### src/hdl/hb_diag_pkg.sv
package hb_diag_pkg;

    // =====================================================================
    // spi frame layout, 16 bits, msb first
    // =====================================================================
    localparam int FRAME_BITS   = 16;
    localparam int CMD_ADDR_MSB = 15;
    localparam int CMD_ADDR_LSB = 12;
    localparam int CMD_WR_BIT   = 11;
    localparam int CMD_DATA_W   = 11;
    localparam int STATUS_W     = 12;
    localparam int NUM_SR       = 8;
    localparam int NUM_CH       = 7;

    // =====================================================================
    // control register addresses
    // =====================================================================
    localparam logic [3:0] ADDR_MAIN_CTRL    = 4'h0;
    localparam logic [3:0] ADDR_CFG_FIRST    = 4'h5;
    localparam logic [3:0] ADDR_CFG_LAST     = 4'hb;
    localparam logic [3:0] ADDR_TEST_CURRENT = 4'hc;
    localparam logic [3:0] ADDR_DEGLITCH     = 4'he;
    localparam logic [3:0] ADDR_FACTORY_TEST = 4'hf;

    // main control register fields
    localparam int MAIN_PERSIST_BIT = 3;
    localparam int MAIN_SEL_MSB     = 2;

    // configuration b fields
    localparam int CFGB_SELECT_BIT = 10;
    localparam int CFGB_VDS_LSB    = 7;
    localparam int CFGB_DLY_LSB    = 3;
    localparam int CFGB_SLEW_LSB   = 0;

    // test current fields
    localparam int TST_LOW_LSB  = 4;
    localparam int TST_HIGH_LSB = 0;

    // =====================================================================
    // status registers
    // =====================================================================
    localparam logic [2:0] SR_DEVICE   = 3'h0;
    localparam logic [2:0] SR_OUTPUT   = 3'h5;
    localparam logic [2:0] SR_UNUSED   = 3'h6;
    localparam int         SR0_RCF_BIT  = 10;
    localparam int         SR0_SPIF_BIT = 8;
    localparam logic [11:0] SR5_LIVE_MASK = 12'h00f;

    // reset values
    localparam logic [2:0] RST_VDS  = 3'h0;
    localparam logic [3:0] RST_DLY  = 4'h0;
    localparam logic [2:0] RST_SLEW = 3'h0;

    typedef struct packed {
        logic [2:0] sense_threshold_sel;
        logic [3:0] overload_delay_sel;
        logic [2:0] slew_current_sel;
    } chan_cfg_b_t;

    typedef struct packed {
        logic [2:0]  addr;
        logic        normal_mode_flag;
        logic [11:0] data;
    } status_frame_t;

    typedef enum logic [1:0] {
        LINK_IDLE  = 2'b00,
        LINK_FRAME = 2'b01
    } link_state_t;

endpackage

### src/hdl/halfbridge_spi_config_diag.sv
// Overview of operation
// - threshold code 000..111 selects 300..1000 mV
// - delay code 0000..1111 selects 1.05..10.05 us
// - slew current code selects 1.5..25.5 mA
// - d7..d4 enable low-side test currents
// - d3..d0 enable high-side test currents, reset off
// - per-channel de-glitch type bit, reset zero
// - response: address bits 15..13, normal mode flag bit 12, data 11..0
// - unused status address returns zero data
// - main control selects next returned status register
// - persist off: one read, then device status
// - persist on: keep address until rewritten
// - reset clears persist bit and address
// - status bits reset to zero
// - normal mode flag in every frame
// - cleared flag set entering normal, cleared by read
// - all latched except output status low nibble
// - latched bit clears after fault gone and read
module halfbridge_spi_config_diag (
    input  wire logic                                 ref_clk,
    input  wire logic                                 reset,
    input  wire logic                                 spi_sclk,
    input  wire logic                                 spi_cs_n,
    input  wire logic                                 spi_mosi,
    output logic                                      spi_miso,
    output logic                                      spi_miso_oe,
    input  wire logic [hb_diag_pkg::NUM_SR-1:0][11:0] status_raw,
    input  wire logic                                 normal_mode,
    input  wire logic                                 regs_init_done,
    output hb_diag_pkg::chan_cfg_b_t [6:0]            chan_cfg_b,
    output logic [3:0]                                low_side_test_current_en,
    output logic [3:0]                                high_side_test_current_en,
    output logic [6:0]                                deglitch_type_sel
);

    // =====================================================================
    // link input synchronisers
    // =====================================================================
    logic [2:0] sclk_sync;
    logic [2:0] cs_sync;
    logic [1:0] mosi_sync;

    always_ff @(posedge ref_clk or posedge reset) begin
        if (reset) begin
            sclk_sync <= 3'h0;
            cs_sync   <= 3'h7;
            mosi_sync <= 2'h0;
        end else begin
            sclk_sync <= {sclk_sync[1:0], spi_sclk};
            cs_sync   <= {cs_sync[1:0], spi_cs_n};
            mosi_sync <= {mosi_sync[0], spi_mosi};
        end
    end

    // stages 1 and 2 only are compared, stage 0 feeds stage 1 alone
    logic sclk_rise;
    logic sclk_fall;
    logic frame_start;
    logic frame_end;

    assign sclk_rise   = sclk_sync[1] & ~sclk_sync[2];
    assign sclk_fall   = ~sclk_sync[1] & sclk_sync[2];
    assign frame_start = ~cs_sync[1] & cs_sync[2];
    assign frame_end   = cs_sync[1] & ~cs_sync[2];

    // =====================================================================
    // frame engine
    // =====================================================================
    hb_diag_pkg::link_state_t link_state_reg;
    logic [15:0]              rx_reg;
    logic [15:0]              tx_reg;
    logic [4:0]               bit_cnt_reg;
    logic [2:0]               sent_addr_reg;
    logic                     frame_ok;
    logic [2:0]               cur_sel_reg;
    logic                     persist_reg;
    hb_diag_pkg::status_frame_t tx_frame;

    assign frame_ok = (link_state_reg == hb_diag_pkg::LINK_FRAME) && frame_end &&
                      (bit_cnt_reg == 5'(hb_diag_pkg::FRAME_BITS));

    always_ff @(posedge ref_clk or posedge reset) begin
        if (reset) begin
            link_state_reg <= hb_diag_pkg::LINK_IDLE;
            rx_reg         <= 16'h0000;
            tx_reg         <= 16'h0000;
            bit_cnt_reg    <= 5'h00;
            sent_addr_reg  <= 3'h0;
            spi_miso       <= 1'b0;
            spi_miso_oe    <= 1'b0;
        end else begin
            case (link_state_reg)
                hb_diag_pkg::LINK_IDLE: begin
                    if (frame_start) begin
                        link_state_reg <= hb_diag_pkg::LINK_FRAME;
                        tx_reg         <= {tx_frame[14:0], 1'b0};
                        spi_miso       <= tx_frame[15];
                        spi_miso_oe    <= 1'b1;
                        sent_addr_reg  <= cur_sel_reg;
                        bit_cnt_reg    <= 5'h00;
                    end
                end
                hb_diag_pkg::LINK_FRAME: begin
                    if (frame_end) begin
                        link_state_reg <= hb_diag_pkg::LINK_IDLE;
                        spi_miso_oe    <= 1'b0;
                    end else begin
                        if (sclk_rise) begin
                            rx_reg <= {rx_reg[14:0], mosi_sync[1]};
                            if (bit_cnt_reg != 5'h1f) begin
                                bit_cnt_reg <= bit_cnt_reg + 5'h01;
                            end
                        end
                        if (sclk_fall) begin
                            spi_miso <= tx_reg[15];
                            tx_reg   <= {tx_reg[14:0], 1'b0};
                        end
                    end
                end
                default: link_state_reg <= hb_diag_pkg::LINK_IDLE;
            endcase
        end
    end

    // =====================================================================
    // write decode
    // =====================================================================
    logic [3:0]  wr_addr;
    logic [10:0] wr_data;
    logic        wr_strobe;

    assign wr_addr   = rx_reg[hb_diag_pkg::CMD_ADDR_MSB:hb_diag_pkg::CMD_ADDR_LSB];
    assign wr_data   = rx_reg[hb_diag_pkg::CMD_DATA_W-1:0];
    assign wr_strobe = frame_ok & rx_reg[hb_diag_pkg::CMD_WR_BIT];

    function automatic logic is_cfg_b(input logic [3:0] a, input logic [10:0] d);
        is_cfg_b = (a >= hb_diag_pkg::ADDR_CFG_FIRST) && (a <= hb_diag_pkg::ADDR_CFG_LAST) &&
                   d[hb_diag_pkg::CFGB_SELECT_BIT];
    endfunction

    // per-channel configuration b; one process, since the channels share one packed output
    always_ff @(posedge ref_clk or posedge reset) begin
        if (reset) begin
            for (int ch = 0; ch < hb_diag_pkg::NUM_CH; ch++) begin
                chan_cfg_b[ch].sense_threshold_sel <= hb_diag_pkg::RST_VDS;
                chan_cfg_b[ch].overload_delay_sel  <= hb_diag_pkg::RST_DLY;
                chan_cfg_b[ch].slew_current_sel    <= hb_diag_pkg::RST_SLEW;
            end
        end else begin
            for (int ch = 0; ch < hb_diag_pkg::NUM_CH; ch++) begin
                if (wr_strobe && is_cfg_b(wr_addr, wr_data) &&
                    wr_addr == 4'(hb_diag_pkg::ADDR_CFG_FIRST + 4'(ch))) begin
                    chan_cfg_b[ch].sense_threshold_sel <= wr_data[hb_diag_pkg::CFGB_VDS_LSB +: 3];
                    chan_cfg_b[ch].overload_delay_sel  <= wr_data[hb_diag_pkg::CFGB_DLY_LSB +: 4];
                    chan_cfg_b[ch].slew_current_sel    <= wr_data[hb_diag_pkg::CFGB_SLEW_LSB +: 3];
                end
            end
        end
    end

    // factory test address has its own branch that only holds deglitch_type_sel: no effect
    always_ff @(posedge ref_clk or posedge reset) begin
        if (reset) begin
            low_side_test_current_en  <= 4'h0;
            high_side_test_current_en <= 4'h0;
            deglitch_type_sel         <= 7'h00;
        end else if (wr_strobe) begin
            if (wr_addr == hb_diag_pkg::ADDR_TEST_CURRENT) begin
                low_side_test_current_en  <= wr_data[hb_diag_pkg::TST_LOW_LSB +: 4];
                high_side_test_current_en <= wr_data[hb_diag_pkg::TST_HIGH_LSB +: 4];
            end else if (wr_addr == hb_diag_pkg::ADDR_DEGLITCH) begin
                deglitch_type_sel <= wr_data[6:0];
            end else if (wr_addr == hb_diag_pkg::ADDR_FACTORY_TEST) begin
                deglitch_type_sel <= deglitch_type_sel;
            end
        end
    end

    // =====================================================================
    // status address selection
    // =====================================================================
    always_ff @(posedge ref_clk or posedge reset) begin
        if (reset) begin
            cur_sel_reg <= hb_diag_pkg::SR_DEVICE;
            persist_reg <= 1'b0;
        end else if (wr_strobe && wr_addr == hb_diag_pkg::ADDR_MAIN_CTRL) begin
            cur_sel_reg <= wr_data[hb_diag_pkg::MAIN_SEL_MSB:0];
            persist_reg <= wr_data[hb_diag_pkg::MAIN_PERSIST_BIT];
        end else if (frame_ok && !persist_reg) begin
            cur_sel_reg <= hb_diag_pkg::SR_DEVICE;
        end
    end

    // =====================================================================
    // latched diagnosis
    // =====================================================================
    logic [hb_diag_pkg::NUM_SR-1:0][11:0] lat_reg;
    logic                                 rcf_reg;
    logic                                 spif_reg;
    logic                                 nm_prev_reg;
    logic                                 spi_fail;

    assign spi_fail = (link_state_reg == hb_diag_pkg::LINK_FRAME) && frame_end &&
                      (bit_cnt_reg != 5'(hb_diag_pkg::FRAME_BITS));

    // a read reloads from the live fault, so a bit only drops when both
    // the fault is gone and it was read; a fault in that cycle survives
    always_ff @(posedge ref_clk or posedge reset) begin
        if (reset) begin
            lat_reg <= '0;
        end else begin
            for (int k = 0; k < hb_diag_pkg::NUM_SR; k++) begin
                if (frame_ok && sent_addr_reg == 3'(k)) begin
                    lat_reg[k] <= status_raw[k];
                end else begin
                    lat_reg[k] <= lat_reg[k] | status_raw[k];
                end
            end
        end
    end

    always_ff @(posedge ref_clk or posedge reset) begin
        if (reset) begin
            rcf_reg     <= 1'b0;
            spif_reg    <= 1'b0;
            nm_prev_reg <= 1'b0;
        end else begin
            nm_prev_reg <= normal_mode;
            if (normal_mode && !nm_prev_reg && regs_init_done) begin
                rcf_reg <= 1'b1;
            end else if (frame_ok && sent_addr_reg == hb_diag_pkg::SR_DEVICE) begin
                rcf_reg <= 1'b0;
            end
            if (spi_fail) begin
                spif_reg <= 1'b1;
            end else if (frame_ok && sent_addr_reg == hb_diag_pkg::SR_DEVICE) begin
                spif_reg <= 1'b0;
            end
        end
    end

    // =====================================================================
    // response frame
    // =====================================================================
    always_comb begin
        tx_frame.addr             = cur_sel_reg;
        tx_frame.normal_mode_flag = normal_mode;
        tx_frame.data             = lat_reg[cur_sel_reg];
        if (cur_sel_reg == hb_diag_pkg::SR_DEVICE) begin
            tx_frame.data[hb_diag_pkg::SR0_RCF_BIT]  = rcf_reg;
            tx_frame.data[hb_diag_pkg::SR0_SPIF_BIT] = spif_reg;
        end else if (cur_sel_reg == hb_diag_pkg::SR_OUTPUT) begin
            tx_frame.data = (lat_reg[cur_sel_reg] & ~hb_diag_pkg::SR5_LIVE_MASK) |
                            (status_raw[cur_sel_reg] & hb_diag_pkg::SR5_LIVE_MASK);
        end else if (cur_sel_reg == hb_diag_pkg::SR_UNUSED) begin
            tx_frame.data = 12'h000;
        end
    end

endmodule

### config.mk
export PLATFORM = sky130hd
export DESIGN_NAME = halfbridge_spi_config_diag
export DESIGN_NICKNAME = d
export VERILOG_FILES = /design/src/hdl/hb_diag_pkg.sv /design/src/hdl/halfbridge_spi_config_diag.sv
export SDC_FILE = /design/constraint.sdc
export NUM_CORES = 1
export LEC_CHECK = 0
export ABC_CLOCK_PERIOD_IN_PS = 6330
export BUFFER_PORTS_ARGS = -buffer_cell sky130_fd_sc_hd__buf_2
export CAP_MARGIN = 20
export CORE_MARGIN = 2
export CORE_UTILIZATION = 30
export CTS_CLUSTER_SIZE = 20
export DETAILED_ROUTE_END_ITERATION = 6
export SLEW_MARGIN = 15
export SYNTH_ARGS = -nofsm -noshare
export SYNTH_HDL_FRONTEND = slang
export SYNTH_SLANG_ARGS = --single-unit
### constraint.sdc
create_clock -name ref_clk -period 6.33 [get_ports ref_clk]
set_clock_uncertainty 0.2 [all_clocks]
set_input_delay 0 -clock ref_clk [delete_from_list [all_inputs] [get_ports ref_clk]]
set_output_delay 0 -clock ref_clk [all_outputs]
set_load 0.03 [all_outputs]
==> summary.md, run 1 <==
| Metric | Value |
|---|---|
| Status | finished clean |
| Via Count | roughly 6500 |
| Most common cell after layout, fill and taps aside | dfrtp_1 |
| Synth top area cells | dfrtp_1, mux2_2, a21o_1, mux2i_1, mux2_4 |
| Fin. Hold Viols | 0 |
| Iteration count of the initial detailed-routing pass | 4 |
| CP Class | reg -> reg |
| Area grow syn2layout | 38.5% |
| Comb pwr share | a little over 7% |
| RSZ-0062 raised after global routing | no |
| Period utilization | a little under 50% |
| Remaining routing DRC violations | 0 |
| Total Nets Final | around 1100 |
| Die height | roughly 180 um |
| Syn Inst Count | between 600 and 700 |
| Full die area | about 31000 sq um |
| Lkg Pwr | about 5.6 nW |
| Initial core utilization | 30.3% |
| Port Buffer Count | 175 |
| TNS Setup | 0 ns |
| P_int | 2.40 mW |
| Mean Syn Cell Area | between 10 and 15 sq um |
| Post-synth ARST share | between 90% and 100% |
| Maximum VDD drop | 0.000150 V |
| Pwr Total | around 3.2 mW |
| Setup Fix Bufs, Post-CTS | 0 |
| Tot GR Track Use | 15.9% |
| GP Congestion | about 0.76 |
| Synth top area share | between 60% and 70% |
| Distinct cell type count after synthesis | 55 |
| Fmax | approximately 330 MHz |
| CTS clk-pin slew, worst paths | roughly 0.06 ns |
| R2R setup slack | between 3 and 4 ns |
| Antenna violations before repair | 1 |
| Sw frac | roughly a quarter |
| EDFF count, synth | 0 |
| Endpoints failing setup | 0 |
| Synth area leader | dfrtp_1 |
| Die X | about 180 um |
| CP required | between 6 and 7 ns |
| Min Tclk post-route | about 3.0 ns |
| Sequential Power Share | between 40% and 50% |
| CTS root buf | clkbuf_16 |
| Rel. slew slack | 38.0% |
| Power per cell area | between 200 and 300 nW/um^2 |
| Max-slew violations | 0 |
| CP startpoint kind | flip-flop |
| Clock buffer depth | 3 |
| Post-Syn Nets | about 750 |
| Sequential share of the synthesized area | roughly three fifths |
| Critical path fanouts, max | 12 |
| Netlist Area Pre-Place | around 9000 sq um |
| Synth Register Bits | between 200 and 250 |
| Design area | 12400 sq um |
| DR vias/cell | ~4.7 |
| Share of cells above drive strength 1 | a little over a third |
| WL per Instance | 18.0 um |
| Number of buffers created by CTS | 25 |
| Clock H-tree levels | 1 |
| Total Routed Length | between 20 and 25 mm |
| Remaining Overflow, GRT | 0 |
| Switching Power | ~770 uW |
| Worst Path Arrival | 3.25 ns |
| Most frequent cells in the layout | dfrtp_1, buf_2, dlygate4sd3_1 |
| CTS tree | done |
| Top FF cell, synth | dfrtp_1 |
| CP Capture Type | flip-flop |
| First-pass GRT wire length | a little under 40 mm |
| Iter 0 DRT Violations | around 300 |
| Vias in the first global route | 6938 |
| CTS resizes | 0 |
| Clock Power Share | 44.1% |
| Maxcap violations | 0 |
| Row cnt | 63 |
| # clock sinks | around 220 |
| Top Ports | 190 |
| Worst slew pin tran | 0.930 ns |
| Final ANT Viol Nets | 0 |
| HPWL after DPL | roughly 15 mm |
| Core footprint | between 20000 and 30000 sq um |
| Latest clock arrival within the worst-skew pair | about 0.52 ns |
| Worst min path class | in -> reg |
| DP Area | 10200 sq um |
| Largest net degree at the start of global routing | about 140 |
| Yosys warns | 0 |
| Largest register FFs | just under 80 |
-- per-layer routing --
layer	vias up	track usage (%)	share of wire (%)
met5	-	0	0
met4	0	6.06	3.1
met3	59	2.41	4.1
met2	166	27.2	50
met1	3290	20.3	42
li1	2952	-	-
-- cell families (layout without fill, tap and decap cells) --
kind of cell | after synthesis | in the layout | synth area share, %
other | 0 | 1 | 0
buffers and inverters | 50 | 379 | 2.78
AOI/OAI and AO/OA | 141 | 141 | 11.7
DFF | 219 | 219 | 61.1
and+or+nand+nor | 89 | 89 | 5.98
muxes | 141 | 141 | 17.9
adders and majority gates | 3 | 3 | 0.419
-- worst max-delay path: stages (launching register included) --
cell and delay [ns]:
dfrtp_1 0.39, inv_1 0.08, ha_1 0.15, nand4bb_1 0.44
nor2_2 0.45, nand4_1 0.76, a21o_1 0.43
-- cell type report --
cell class | count | area (sq um)
Antenna cell | 1 | 2.50
Clock buffer | 35 | 713
Clock inverter | 10 | 87.6
Fill cell | 2747 | 17100
Inverter | 10 | 45.0
Multi-Input combinational cell | 374 | 3240
Sequential cell | 219 | 5480
Tap cell | 390 | 488
Timing Repair Buffer | 324 | 2360
-- synthesized netlist by cell type, types with 4 or more instances --
cell type  count
dfrtp_1      216
mux2_2        97
a21o_1        83
mux2i_1       31
nand2_1       22
clkbuf_1      21
nor2_1        13
o21ai_0       13
nor3_1        11
buf_2         10
inv_1         10
mux2_4        10
a21oi_1        6
a221oi_1       6
a311oi_1       6
buf_6          6
a221o_1        5
nand2b_1       5
nand3_1        5
o221ai_1       5
o22ai_1        5
nor2b_1        4
-- power groups by stage --
stage | registers [mW] | clock network (mW) | logic, mW
finish | 1.55 | 1.40 | 0.226
global route | 1.56 | 1.50 | 0.252
CTS | 1.55 | 1.44 | 0.226
detailed placement | 1.57 | 0 | 0.156
global placement | 1.57 | 0 | 0.154
floorplan | 1.50 | 0 | 0.142
-- repair_timing --
action	in CTS	in global routing
endpoints found under the hold margin	222	0
hold buffers	146	0
endpoints found under the setup margin	0	0
-- through the flow --
stage,utilization [%],hold WS (ns),setup WS (ns),std cells
2_1_floorplan,-,-0.196,0.142,643
3_3_place_gp,34.3,-0.0920,3.33,1171
3_5_place_dp,34.3,-0.0899,3.28,1171
4_1_cts,42.0,0.000372,3.28,1362
5_1_grt,42.0,0.0247,3.05,1363
6_report,42.0,0.0142,3.29,1363
-- path summary, 6_finish.rpt --
kind	cells past startpoint	end	startpoint
worst max-delay path	6	lat_reg[91]	bit_cnt_reg[0]
worst min-delay path	3	lat_reg[84]	status_raw[84]
worst max register to register	6	lat_reg[91]	bit_cnt_reg[0]
worst min register to register	0	cs_sync[1]	cs_sync[0]
max in group asynchronous	4	lat_reg[36]	reset
min in group asynchronous	3	chan_cfg_b[68]	reset
Note: power is estimated with default switching activity, not from simulation.
==> inputs of run 2 (changes only) <==
--- a/config.mk
+++ b/config.mk
@@ -5,7 +5,7 @@
 export SDC_FILE = /design/constraint.sdc
 export NUM_CORES = 1
 export LEC_CHECK = 0
-export ABC_CLOCK_PERIOD_IN_PS = 6330
+export ABC_CLOCK_PERIOD_IN_PS = 2600
 export BUFFER_PORTS_ARGS = -buffer_cell sky130_fd_sc_hd__buf_2
 export CAP_MARGIN = 20
 export CORE_MARGIN = 2
==> constraint.sdc (replaced) <==
create_clock -name ref_clk -period 2.6 [get_ports ref_clk]
set_clock_uncertainty 0.2 [all_clocks]
set_input_delay 0 -clock ref_clk [delete_from_list [all_inputs] [get_ports ref_clk]]
set_output_delay 0 -clock ref_clk [all_outputs]
set_load 0.03 [all_outputs]
==> summary.md, run 2 (synthesized netlist as in run 1, its figures left out) <==
| Metric | Value |
|---|---|
| Remaining Overflow, GRT | 0 |
| Max-slew violations | 0 |
| Worst slew pin tran | between 0.8 and 0.9 ns |
| Die height | around 180 um |
| Iteration count of the initial detailed-routing pass | 4 |
| CP Capture Type | flip-flop |
| Endpoints failing setup | 0 |
| CTS clk-pin slew, worst paths | about 0.060 ns |
| Clock H-tree levels | 1 |
| Remaining routing DRC violations | 0 |
| HPWL after DPL | 16.2 mm |
| Power per cell area | around 640 nW/um^2 |
| GR peak layer | met2 |
| Port Buffer Count | around 180 |
| Dpl cells | 1194 |
| First-pass GRT wire length | roughly 38 mm |
| Critical path fanouts, max | 10 |
| Maximum VDD drop | between 0.0004 and 0.0005 V |
| Via Count | roughly 6400 |
| Sequential Area | between 5000 and 6000 sq um |
| CTS tree | done |
| RSZ-0062 raised after global routing | no |
| P_int | between 6 and 7 mW |
| Fmax | 422 MHz |
| Core footprint | 29600 sq um |
| Iter 0 DRT Violations | 187 |
| Multi-input logic area | between 3000 and 4000 sq um |
| Setup Fix Bufs, Post-CTS | 0 |
| Top Ports | 190 |
| Row cnt | 63 |
| Met1 usage | a little over a fifth |
| Vias in the first global route | around 6700 |
| Clock Power Share | between 40% and 50% |
| Worst Path Arrival | about 2.6 ns |
| Hold Slack | about 0.014 ns |
| Sequential Power Share | between 40% and 50% |
| Period utilization | approximately nine tenths |
| CTS resizes | 0 |
| Most frequent cells in the layout | dfrtp_1, buf_2, dlygate4sd3_1 |
| Final ANT Viol Nets | 0 |
| # clock sinks | ~220 |
| Largest register FFs | between 70 and 80 |
| CTS root buf | clkbuf_16 |
| Fin. Hold Viols | 0 |
| Total Routed Length | 24.5 mm |
| CP Class | reg -> reg |
| Post-Layout Cell Count | roughly 1400 |
| GP Congestion | 0.744 |
| Antenna violations before repair | 1 |
| Largest net degree at the start of global routing | 67 |
| R2R setup slack | 0.23 ns |
| Hold_buf cts | 124 |
| Share of cells above drive strength 1 | 38.3% |
| Status | finished clean |
| Most common cell after layout, fill and taps aside | dfrtp_1 |
| Comb pwr share | 6.9% |
| Switching Power | 1.87 mW |
| CP required | approximately 2.8 ns |
| Full die area | approximately 31000 sq um |
| CP startpoint kind | flip-flop |
| Lkg Pwr | 5.64 nW |
| WL per Instance | 18.0 um |
| Number of buffers created by CTS | 24 |
| Util after Layout | 42.2% |
| Tot GR Track Use | 15.8% |
| Min Tclk post-route | between 2 and 2.5 ns |
| Area grow syn2layout | 39.0% |
| Initial core utilization | 30.3% |
| Clock buffer depth | 3 |
| GR Util met3 | under 10% |
| Fill cell count | around 2700 |
| Die X | 177 um |
| Rel. slew slack | a little under half |
| Met2 GRT Util | around a quarter |
| Sw frac | a little under a quarter |
| DR vias/cell | between 4 and 5 |
| Pwr Total | 7.93 mW |
| Latest clock arrival within the worst-skew pair | 0.51 ns |
| Maxcap violations | 0 |
| TNS Setup | 0 ns |
| Total Nets Final | 1060 |
| Worst min path class | in -> reg |
[run 2: changes by cell type in the layout (fill, tap and decap cells not counted)]
cell / before / now
dlygate4sd3_1: 146 / 124
buf_4: 2 / 22
buf_12: 0 / 4
bufinv_16: 1 / 3
clkbuf_1: 5 / 3
buf_6: 1 / 0
clkbuf_8: 5 / 6
clkinv_4: 1 / 0
inv_8: 1 / 0
[run 2: path summary, 6_finish.rpt]
| path | startpoint | end | cells after the start |
|---|---|---|---|
| setup / recovery | bit_cnt_reg[0] | chan_cfg_b[51] | 8 |
| hold / removal | status_raw[19] | lat_reg[19] | 3 |
| setup reg to reg | bit_cnt_reg[0] | chan_cfg_b[51] | 8 |
| hold reg to reg | mosi_sync[0] | mosi_sync[1] | 0 |
| max in group asynchronous | reset | chan_cfg_b[45] | 5 |
| min in group asynchronous | reset | rx_reg[10] | 4 |
[run 2: power groups by stage]
stage	sequential [mW]	combinational [mW]	clock [mW]
2_1_floorplan	3.65	0.347	0
3_3_place_gp	3.83	0.399	0
3_5_place_dp	3.84	0.407	0
4_1_cts	3.77	0.552	3.69
5_1_grt	3.80	0.607	3.85
6_report	3.76	0.549	3.62
[run 2: through the flow]
step,area [sq um],worst slack [ns]
after floorplan,8970,-0.452
after global placement,10400,0.307
after detailed placement,10400,0.227
after CTS,12500,0.216
after global routing,12500,0.0750
final,12500,0.229
[run 2: cell type report]
| cell class | count | share of cell area [%] |
|---|---|---|
| multi-input cells | 374 | 26.0 |
| well taps | 390 | 3.91 |
| diodes | 1 | 0.0201 |
| clock inverters | 10 | 1.05 |
| flip-flops and latches | 219 | 44.0 |
| clock buffers | 34 | 5.77 |
| repair buffers | 325 | 19.0 |
| inverters | 10 | 0.331 |
[run 2: worst max-delay path, cell delays in order (launching register included)]
cell and delay, ns:
dfrtp_1 0.39, inv_1 0.09, ha_1 0.15, nand4bb_1 0.10, buf_4 0.19, nor3_2 0.34, and3b_1 0.21, buf_4 0.22
mux2_2 0.35
[run 2: routing by layer]
layer,vias up,part of all wire [%]
met5,-,0
met4,0,3.2
met3,49,2.8
met2,131,49
met1,3239,45
li1,2965,-
==> inputs of run 3 (changes only) <==
==> constraint.sdc (replaced) <==
create_clock -name ref_clk -period 2.6 [get_ports ref_clk]
set_clock_uncertainty 0.2 [all_clocks]
set_input_delay 0.39 -clock ref_clk [delete_from_list [all_inputs] [get_ports ref_clk]]
set_output_delay 0.39 -clock ref_clk [all_outputs]
set_load 0.03 [all_outputs]
==> summary.md, run 3 (synthesized netlist as in run 1, its figures left out) <==
| Metric | Value |
|---|---|
| DR vias/cell | around 4.7 |
| First-pass GRT wire length | around 37 mm |
| HPWL after DPL | about 16 mm |
| Diodes inserted | 0 |
| Top Ports | 190 |
| Initial core utilization | 30.3% |
| Iteration count of the initial detailed-routing pass | 4 |
| Maximum VDD drop | 0.000453 V |
| CTS root buf | clkbuf_16 |
| R2R setup slack | around 0.25 ns |
| TNS Setup | 0 ns |
| Worst min path class | reg -> reg |
| Maxcap violations | 0 |
| Fill cell count | 2814 |
| Met3 WL | around 1.0 mm |
| Remaining Overflow, GRT | 0 |
| Clock H-tree levels | 1 |
| Min Tclk post-route | roughly 2.3 ns |
| Vias in the first global route | 6407 |
| Power per cell area | roughly 640 nW/um^2 |
| Routed wl met2 | between 10 and 15 mm |
| CTS clk-pin slew, worst paths | 0.06 ns |
| Critical path fanouts, max | 10 |
| Fmax | 426 MHz |
| Met1 WL | around 10 mm |
| Row cnt | 63 |
| Total Routed Length | ~24 mm |
| CP Capture Type | flip-flop |
| CP Class | reg -> reg |
| Total Nets Final | about 1000 |
| CP required | approximately 2.8 ns |
| Crit-path cells | inv_1, ha_1, nand4bb_1, buf_4, nor3_2, and3b_1, buf_12, mux2_2 |
| CP startpoint kind | flip-flop |
| Tot GR Track Use | 15.3% |
| Most frequent cells in the layout | dfrtp_1, buf_2, mux2_2 |
| Lkg Pwr | between 5 and 6 nW |
| Hold_buf cts | 84 |
| Share of cells above drive strength 1 | roughly two fifths |
| Crit path largest cell delay | a little under 0.4 ns |
| Status | finished clean |
| Period utilization | about nine tenths |
| Clock buffer depth | 3 |
| Post-Layout Cell Count | 1320 |
| Latest clock arrival within the worst-skew pair | 0.52 ns |
| Area grow syn2layout | 34.4% |
| GP Congestion | approximately 0.75 |
| WL per Instance | roughly 18 um |
| Via Count | between 6000 and 7000 |
| Rel. slew slack | a little over two fifths |
| Core footprint | about 30000 sq um |
| Iter 0 DRT Violations | roughly 250 |
| Die height | between 150 and 200 um |
| RSZ-0062 raised after global routing | no |
| Port Buffer Count | ~180 |
| Most common cell after layout, fill and taps aside | dfrtp_1 |
| Antenna violations before repair | 0 |
| CP max-delay cell | dfrtp_1 |
| Final ANT Viol Nets | 0 |
| CTS tree | done |
| Full die area | 31300 sq um |
| Die X | 177 um |
| Max-slew violations | 0 |
| Hold Slack | approximately 0.15 ns |
| Remaining routing DRC violations | 0 |
| Endpoints failing setup | 0 |
| Largest net degree at the start of global routing | 50 |
| Fin. Hold Viols | 0 |
| Setup Fix Bufs, Post-CTS | 0 |
| CTS resizes | 0 |
| # clock sinks | between 200 and 250 |
| Worst slew pin tran | 0.848 ns |
| Dpl cells | 1192 |
| Number of buffers created by CTS | 24 |
| Largest register FFs | a little under 80 |
| Max layer used | met4 |
| Worst Path Arrival | approximately 2.5 ns |
[run 3: cell types whose count changed in the layout (fill, tap and decap cells not counted), moves of 3 or more]
cell	before	now
dlygate4sd3_1	124	84
clkinvlp_4	2	5
buf_12	4	8
buf_4	22	16
clkbuf_8	6	3
[run 3: final timing paths]
kind / startpoint / to / depth (start not counted)
max reg2reg: bit_cnt_reg[0] / chan_cfg_b[45] / 8
min reg2reg: mosi_sync[0] / mosi_sync[1] / 0
max in group asynchronous: reset / rx_reg[3] / 4
min: mosi_sync[0] / mosi_sync[1] / 0
min in group asynchronous: reset / chan_cfg_b[6] / 3
max: bit_cnt_reg[0] / chan_cfg_b[45] / 8
[run 3: layout make-up]
type / count / area, sq um / area share, %
flip-flops and latches: 219 / 5480 / 45.5
multi-input cells: 374 / 3240 / 26.8
clock inverters: 12 / 128 / 1.06
clock buffers: 32 / 682 / 5.66
repair buffers: 283 / 2000 / 16.6
well taps: 390 / 488 / 4.05
inverters: 10 / 41.3 / 0.343
[run 3: through the flow]
step	utilization [%]	cell area [sq um]	power, mW	setup slack, ns
3_5_place_dp	35.2	10400	4.24	0.225
6_report	40.8	12100	7.71	0.253
5_1_grt	40.8	12100	8.04	0.0540
2_1_floorplan	-	8970	4.00	-0.842
4_1_cts	40.8	12100	7.82	0.212
3_3_place_gp	35.2	10400	4.23	0.290
[run 3: where the power goes]
part	internal (mW)	switching [mW]	total, mW
clock network	2.05	1.40	3.45
logic	0.268	0.235	0.502
registers	3.53	0.233	3.76
total	5.85	1.86	7.71
[run 3: per-layer routing]
metal,global-route usage (%),vias to the layer above
met4,3.96,0
met1,20.4,3208
met5,0,-
met3,2.30,32
li1,-,2876
met2,25.9,132
[run 3: critical path, delay by kind of cell, from the launching register on]
family | cells | cell delay [ns]
fa+ha+maj | 1 | 0.15
buf+inv | 3 | 0.44
simple gates | 3 | 0.69
mux | 1 | 0.34
flops | 1 | 0.39
